===== config.mk =====
export PLATFORM = sky130hd
export DESIGN_NAME = fbctl_host
export DESIGN_NICKNAME = d
export VERILOG_FILES = /design/src/design/fbctl_pkg.sv /design/src/design/fbctl_if.sv /design/src/design/fbctl_host.sv /design/src/design/fbctl_timer.sv
export SDC_FILE = /design/constraint.sdc
export NUM_CORES = 1
export LEC_CHECK = 0
export BUFFER_PORTS_ARGS = -buffer_cell sky130_fd_sc_hd__clkbuf_2
export CORE_ASPECT_RATIO = 0.9
export CORE_MARGIN = 2
export CORE_UTILIZATION = 53
export CTS_BUF_LIST = sky130_fd_sc_hd__clkbuf_4 sky130_fd_sc_hd__clkbuf_8
export CTS_CLUSTER_SIZE = 16
export DETAILED_ROUTE_END_ITERATION = 7
export PLACE_DENSITY = 0.86
export SLEW_MARGIN = 20
export SYNTH_ARGS = -nofsm -noshare
export SYNTH_HDL_FRONTEND = slang
export SYNTH_HIERARCHICAL = 1
export SYNTH_SLANG_ARGS = --single-unit

===== constraint.sdc =====
create_clock -name clock -period 3.04 [get_ports clock]
set_input_delay 0.304 -clock clock [delete_from_list [all_inputs] [get_ports clock]]
set_output_delay 0.304 -clock clock [all_outputs]
set_load 0.03 [all_outputs]

===== src/design/fbctl_pkg.sv =====
// Package: constants and types of the flash bus host controller
package fbctl_pkg;
  localparam int FBCTL_AW = 18;
  localparam int FBCTL_DW = 8;
  localparam int FBCTL_CLK_NS = 10;
  // Access and pulse times in ns (defaults, slowest grade)
  localparam int FBCTL_ACC_NS = 120;
  localparam int FBCTL_OE_NS = 50;
  localparam int FBCTL_WP_NS = 50;
  localparam int FBCTL_WH_NS = 30;
  localparam int FBCTL_RP_NS = 500;
  localparam int FBCTL_RH_NS = 50;
  // Least times round up to whole cycles
  localparam int FBCTL_ACC_CYC = (FBCTL_ACC_NS + FBCTL_CLK_NS - 1) / FBCTL_CLK_NS;
  localparam int FBCTL_WP_CYC = (FBCTL_WP_NS + FBCTL_CLK_NS - 1) / FBCTL_CLK_NS;
  localparam int FBCTL_WH_CYC = (FBCTL_WH_NS + FBCTL_CLK_NS - 1) / FBCTL_CLK_NS;
  localparam int FBCTL_RP_CYC = (FBCTL_RP_NS + FBCTL_CLK_NS - 1) / FBCTL_CLK_NS;
  localparam int FBCTL_RH_CYC = (FBCTL_RH_NS + FBCTL_CLK_NS - 1) / FBCTL_CLK_NS;
  localparam int FBCTL_CW = 8;
  localparam int FBCTL_POLL_BIT = 7;
  localparam int FBCTL_TOGGLE_BIT = 6;
  localparam logic [FBCTL_CW-1:0] FBCTL_CNT_ONE = 8'h01;
  typedef enum logic [1:0] {
    FBCTL_OP_READ,
    FBCTL_OP_WRITE,
    FBCTL_OP_CLEAR,
    FBCTL_OP_POLL
  } fbctl_op_t;
endpackage


===== src/design/fbctl_if.sv =====
// Interface: timer request and done between controller and its timer
`timescale 1ns/1ns
`default_nettype none
interface fbctl_tmr_if;
  logic load;
  logic [7:0] count;
  logic done;
  modport ctl (output load, output count, input done);
  modport tmr (input load, input count, output done);
endinterface
`default_nettype wire


===== src/design/fbctl_host.sv =====
// Host controller that drives an asynchronous byte-wide flash by its pins
// Contract
// - Read: select and gate low, strobe high
// - Write: strobe and select low, gate high
// - Wait full access time after standby
// - Host does not restart an operation a clear interrupted; the requester reissues it
`timescale 1ns/1ns
`default_nettype none
module fbctl_host (
  input wire logic clock,
  input wire logic rst,
  input wire logic req_valid,
  input wire fbctl_pkg::fbctl_op_t req_op,
  input wire logic [fbctl_pkg::FBCTL_AW-1:0] req_addr,
  input wire logic [fbctl_pkg::FBCTL_DW-1:0] req_wdata,
  output logic req_ready,
  output logic rsp_valid,
  output logic [fbctl_pkg::FBCTL_DW-1:0] rsp_rdata,
  output logic rsp_fail,
  output logic chip_sel_n,
  output logic out_gate_n,
  output logic wr_strobe_n,
  output logic hw_clear_n,
  output logic [fbctl_pkg::FBCTL_AW-1:0] addr_lines,
  output logic [fbctl_pkg::FBCTL_DW-1:0] data_lines_o,
  output logic data_lines_oe,
  input wire logic [fbctl_pkg::FBCTL_DW-1:0] data_lines_i
);
  import fbctl_pkg::*;
  typedef enum logic [2:0] {
    FBCTL_IDLE, FBCTL_RD, FBCTL_WR, FBCTL_WREC, FBCTL_CLR, FBCTL_CREC, FBCTL_POLL2
  } fbctl_state_t;
  fbctl_state_t state_reg;
  fbctl_op_t op_reg;
  logic [FBCTL_DW-1:0] first_reg;
  fbctl_tmr_if tmr ();

  // Cycle count sized for the timer
  function automatic logic [FBCTL_CW-1:0] cyc(input int n);
    cyc = n[FBCTL_CW-1:0];
  endfunction

  fbctl_timer u_timer (
    .clock(clock),
    .rst(rst),
    .t(tmr)
  );

  // Timer load on every phase entry
  always_comb begin
    tmr.load = 1'b0;
    tmr.count = cyc(FBCTL_ACC_CYC);
    case (state_reg)
      FBCTL_IDLE: begin
        if (req_valid) begin
          tmr.load = 1'b1;
          case (req_op)
            FBCTL_OP_WRITE: tmr.count = cyc(FBCTL_WP_CYC);
            FBCTL_OP_CLEAR: tmr.count = cyc(FBCTL_RP_CYC);
            default: tmr.count = cyc(FBCTL_ACC_CYC);
          endcase
        end
      end
      FBCTL_WR: begin
        tmr.load = tmr.done;
        tmr.count = cyc(FBCTL_WH_CYC);
      end
      FBCTL_CLR: begin
        tmr.load = tmr.done;
        tmr.count = cyc(FBCTL_RH_CYC);
      end
      FBCTL_RD: begin
        // Second status read restarts the full access time
        // One extra cycle covers the gate-high gap between the two reads
        tmr.load = tmr.done && op_reg == FBCTL_OP_POLL;
        tmr.count = cyc(FBCTL_ACC_CYC) + FBCTL_CNT_ONE;
      end
      default: begin
        tmr.load = 1'b0;
      end
    endcase
  end

  // Sequencer
  always_ff @(posedge clock or posedge rst) begin
    if (rst) begin
      state_reg <= FBCTL_IDLE;
      op_reg <= FBCTL_OP_READ;
    end else begin
      case (state_reg)
        FBCTL_IDLE: begin
          if (req_valid) begin
            op_reg <= req_op;
            case (req_op)
              FBCTL_OP_WRITE: state_reg <= FBCTL_WR;
              FBCTL_OP_CLEAR: state_reg <= FBCTL_CLR;
              default: state_reg <= FBCTL_RD;
            endcase
          end
        end
        FBCTL_RD: begin
          if (tmr.done) begin
            state_reg <= (op_reg == FBCTL_OP_POLL) ? FBCTL_POLL2 : FBCTL_IDLE;
          end
        end
        FBCTL_POLL2: begin
          if (tmr.done) begin
            state_reg <= FBCTL_IDLE;
          end
        end
        FBCTL_WR: begin
          if (tmr.done) begin
            state_reg <= FBCTL_WREC;
          end
        end
        FBCTL_CLR: begin
          if (tmr.done) begin
            state_reg <= FBCTL_CREC;
          end
        end
        FBCTL_WREC, FBCTL_CREC: begin
          if (tmr.done) begin
            state_reg <= FBCTL_IDLE;
          end
        end
        default: state_reg <= FBCTL_IDLE;
      endcase
    end
  end

  // Pin drive; select dropped between requests so the part idles in standby
  always_ff @(posedge clock or posedge rst) begin
    if (rst) begin
      chip_sel_n <= 1'b1;
      out_gate_n <= 1'b1;
      wr_strobe_n <= 1'b1;
      hw_clear_n <= 1'b1;
      addr_lines <= '0;
      data_lines_o <= '0;
      data_lines_oe <= 1'b0;
    end else begin
      case (state_reg)
        FBCTL_IDLE: begin
          chip_sel_n <= 1'b1;
          out_gate_n <= 1'b1;
          wr_strobe_n <= 1'b1;
          hw_clear_n <= 1'b1;
          data_lines_oe <= 1'b0;
          if (req_valid) begin
            addr_lines <= req_addr;
            case (req_op)
              FBCTL_OP_WRITE: begin
                // Gate held high so the cycle is never a read
                chip_sel_n <= 1'b0;
                wr_strobe_n <= 1'b0;
                data_lines_o <= req_wdata;
                data_lines_oe <= 1'b1;
              end
              FBCTL_OP_CLEAR: begin
                hw_clear_n <= 1'b0;
              end
              default: begin
                chip_sel_n <= 1'b0;
                out_gate_n <= 1'b0;
              end
            endcase
          end
        end
        FBCTL_WR: begin
          if (tmr.done) begin
            // Strobe and select rise together; data held through the rise
            wr_strobe_n <= 1'b1;
            chip_sel_n <= 1'b1;
          end
        end
        FBCTL_WREC: begin
          data_lines_oe <= 1'b0;
        end
        FBCTL_RD: begin
          if (tmr.done && op_reg == FBCTL_OP_POLL) begin
            // Gate bounced so the device sees two separate status reads
            out_gate_n <= 1'b1;
          end else if (tmr.done) begin
            chip_sel_n <= 1'b1;
            out_gate_n <= 1'b1;
          end
        end
        FBCTL_POLL2: begin
          out_gate_n <= tmr.done;
          chip_sel_n <= tmr.done;
        end
        FBCTL_CLR: begin
          if (tmr.done) begin
            hw_clear_n <= 1'b1;
          end
        end
        default: begin
          hw_clear_n <= 1'b1;
        end
      endcase
    end
  end

  // Answers; poll fails only when toggle bit still moves
  always_ff @(posedge clock or posedge rst) begin
    if (rst) begin
      rsp_valid <= 1'b0;
      rsp_rdata <= '0;
      rsp_fail <= 1'b0;
      first_reg <= '0;
      req_ready <= 1'b0;
    end else begin
      rsp_valid <= 1'b0;
      req_ready <= (state_reg == FBCTL_IDLE) && !req_valid;
      if (state_reg == FBCTL_RD && tmr.done) begin
        first_reg <= data_lines_i;
        if (op_reg != FBCTL_OP_POLL) begin
          rsp_valid <= 1'b1;
          rsp_rdata <= data_lines_i;
          rsp_fail <= 1'b0;
        end
      end else if (state_reg == FBCTL_POLL2 && tmr.done) begin
        rsp_valid <= 1'b1;
        rsp_rdata <= data_lines_i;
        rsp_fail <= data_lines_i[FBCTL_TOGGLE_BIT] != first_reg[FBCTL_TOGGLE_BIT];
      end else if ((state_reg == FBCTL_WREC || state_reg == FBCTL_CREC) && tmr.done) begin
        rsp_valid <= 1'b1;
        rsp_fail <= 1'b0;
      end
    end
  end
endmodule // fbctl_host
`default_nettype wire


===== src/design/fbctl_timer.sv =====
// Down counter that times each pin phase
`timescale 1ns/1ns
`default_nettype none
module fbctl_timer (
  input wire logic clock,
  input wire logic rst,
  fbctl_tmr_if.tmr t
);
  import fbctl_pkg::*;
  logic [FBCTL_CW-1:0] cnt_reg;
  // Load then count down; done pulses on reaching one
  always_ff @(posedge clock or posedge rst) begin
    if (rst) begin
      cnt_reg <= '0;
    end else if (t.load) begin
      cnt_reg <= t.count;
    end else if (cnt_reg != '0) begin
      cnt_reg <= cnt_reg - FBCTL_CNT_ONE;
    end
  end
  // Done ignores load: the controller reloads on done, so gating it would loop
  assign t.done = (cnt_reg == FBCTL_CNT_ONE);
endmodule // fbctl_timer
`default_nettype wire


==> results.yml <==
clocking:
  cts.repair.resized: 0
  clk_pin_slew_ns: 0.10
  clk_latency_ns: 0.31
  post_cts_buffers: 0
  cts_buffers: 5
  clock_path_buffers: 2
  cts-root-buf: "clkbuf_8"
  clock-sinks: 56
  h-tree-depth: 2
  tritoncts: "done"
yosys:
  synth_warnings: 6
  synth_top_area_share_pct: 47.21
  yosysMostFrequentCell: "dfrtp_1"
  ys_seq_area_share_pct: 51.02
  synth_ff_type: "dfrtp_1"
  synth_common_cells: "dfrtp_1, mux2_2, nand2_1, inv_1, nor2_1"
  yosysUniqueCellTypes: 52
  synthesis.area_um2: 2756
  yosysTopAreaCell: "dfrtp_1"
  yosys-top-cells-area: "dfrtp_1, mux2_2, dfstp_2"
  synthCells: 240
  syn_area_per_cell_um2: 11.48
  synth-edff-count: 0
  synth.ff_latch_count: 56
  postSynth.asyncResetShare_pct: 100.0
final_layout:
  nFillCells: 396
  utilization_pct: 67.40
  largest_register: "addr_lines"
  drive_gt1_share_pct: 45.96
  seqCellArea_um2: 1406
  multi_input_area_um2: 1207
  nets: 365
  antenna_cells: 0
  largest_register_ffs: 18
  area_growth_pct: 20.43
setup_path:
  critPathRequiredTime_ns: 3.22
  r2r_start: "u_timer/cnt_reg[3]"
  reg2reg_depth: 11
  start_kind: "flop"
  crit_path_max_fanout: 14
  crit_path_end_kind: "flop"
  r2r_slack_ns: 0.47
  critPathKind: "reg2reg"
  r2r-end: "u_timer/cnt_reg[0]"
  critical_path_arrival_ns: 2.75
placement:
  io_buffers: 80
  post-place-ws_ns: 0.5056
  gp_congestion: 0.9060
  dp_hpwl_mm: 4.062
route:
  wirelength_mm: 5.556
  vias_per_cell: 5.475
  ant_nets: 0
  vias: 2119
  initialDrtViolationCount: 249
  drc: 0
  drtPass1Iterations: 6
  wl_per_cell_um: 14.36
global_routing:
  antenna_found_initial: 0
  grt_util_all_layers_pct: 20.64
  grt_pass1_wl_mm: 9.453
  grt_max_degree: 49
  grt_pass1_vias: 2041
  grt_overflow: 0
sta:
  maxSlewViolCount: 0
  clock_skew_ns: 0.005836
  fin_crit_sh_pct: 84.44
  period_needed_ns: 2.567
  rsz0062_at_grt: "no"
  hold_violations: 0
  relSlewSlack_pct: 47.59
  setup_slack_ns: 0.4730
  fin_tns_setup_ns: 0
  worstMarginPinSlew_ns: 0.7861
  fmax_ghz: 0.3896
  finalSetupViolations: 0
power_and_ir_drop:
  p_total_mw: 1.941
  power_density_nw_per_um2: 584.8
  ir_worst_vdd_mv: 0.2917
  p_leak_nw: 1.672
floorplanning:
  initial_core_util_pct: 55.97
  pin_count: 81
  fp.dieH_um: 72.42
  rows: 24
  core-area_um2: 4925
  die-area_um2: 5794
  die_x_um: 80.02
worst_hold_path:
  worstHoldStart: "req_wdata[0]"
  min_path_cells: 2
  hold_path.class: "in2reg"
  holdPathEnd: "data_lines_o[0]"
outcome:
  run_status: "finished clean"
job:
  drv_cap: 0
where the power goes:
part / switching [mW] / internal (mW)
logic: 0.294 / 0.212
registers: 0.0955 / 0.839
clock network: 0.251 / 0.250
total: 0.640 / 1.30
cell usage in the layout, fill, tap and decap left out, types with 3 or more instances in the layout:
cell,n
inv_1,15
dfrtp_1,52
a211oi_1,4
clkbuf_8,5
xor2_1,6
nand2_1,17
clkbuf_2,80
mux2_2,37
o21ai_0,12
a21oi_1,13
buf_4,5
nand2b_1,3
dfstp_2,4
ha_1,5
nor2_1,16
nor3_1,4
metal layers:
| metal | global-route usage (%) | vias up | share of wire, % |
|---|---|---|---|
| met3 | 4.229 | 7 | 7.7 |
| met2 | 34.07 | 92 | 49 |
| met1 | 27.85 | 1028 | 42 |
| li1 | - | 992 | - |
| met5 | 0 | - | 0 |
| met4 | 6.026 | 0 | 1.3 |
through the flow:
step | instance area (um2) | hold slack, ns | cells
finish | 3319 | 0.2174 | 387
detailed placement | 3193 | 0.2716 | 378
global route | 3319 | 0.2107 | 387
global placement | 3193 | 0.2616 | 378
floorplan | 2760 | 0.1197 | 241
CTS | 3318 | 0.2109 | 387
worst max-delay path, stage by stage, from the launching register on:
cell and delay (ns):
dfrtp_1 0.44, nor4_2 0.37, and3_2 0.42, nand2_1 0.16, a21oi_1 0.16, a31oi_1 0.06, o22ai_1 0.14, buf_4 0.17
inv_1 0.05, and4_1 0.25, nor3_2 0.17, a221oi_2 0.05
layout make-up:
class                           instances  area share, %
Sequential cell                        56          42.37
Multi-Input combinational cell        156          36.37
Timing Repair Buffer                   86          13.49
Tap cell                               65          2.450
Clock buffer                            5          2.073
Inverter                               16          1.847
Clock inverter                          3          1.395
logic make-up after synthesis:
family                   after synthesis  synth area share, %
other                                  1               0.1360
multiplexers                          38                15.48
AND/OR/NAND/NOR                       58                11.71
AO/OA/AOI/OAI                         46                11.85
buffers and inverters                 29                5.311
adder cells (fa/ha/maj)                5                2.270
XOR/XNOR                               7                2.224
flip-flops                            56                51.02
worst max-delay path by stage:
| stage | from | endpoint | slack, ns | depth (start not counted) |
|---|---|---|---|---|
| floorplan | u_timer/cnt_reg[3] | u_timer/cnt_reg[0] | 0.58 | 12 |
| detailed placement | u_timer/cnt_reg[3] | u_timer/cnt_reg[0] | 0.51 | 11 |
| finish | u_timer/cnt_reg[3] | u_timer/cnt_reg[0] | 0.47 | 11 |
| global placement | u_timer/cnt_reg[3] | u_timer/cnt_reg[0] | 0.63 | 11 |
| CTS | u_timer/cnt_reg[3] | u_timer/cnt_reg[0] | 0.49 | 11 |
| global route | u_timer/cnt_reg[3] | u_timer/cnt_reg[0] | 0.27 | 11 |
what timing repair did:
action                                 in CTS  in global routing
setup endpoints to repair                   0                  0
hold buffers                                1                  0
endpoints found under the hold margin       8                  0
Power figures use the tool's default switching activity.
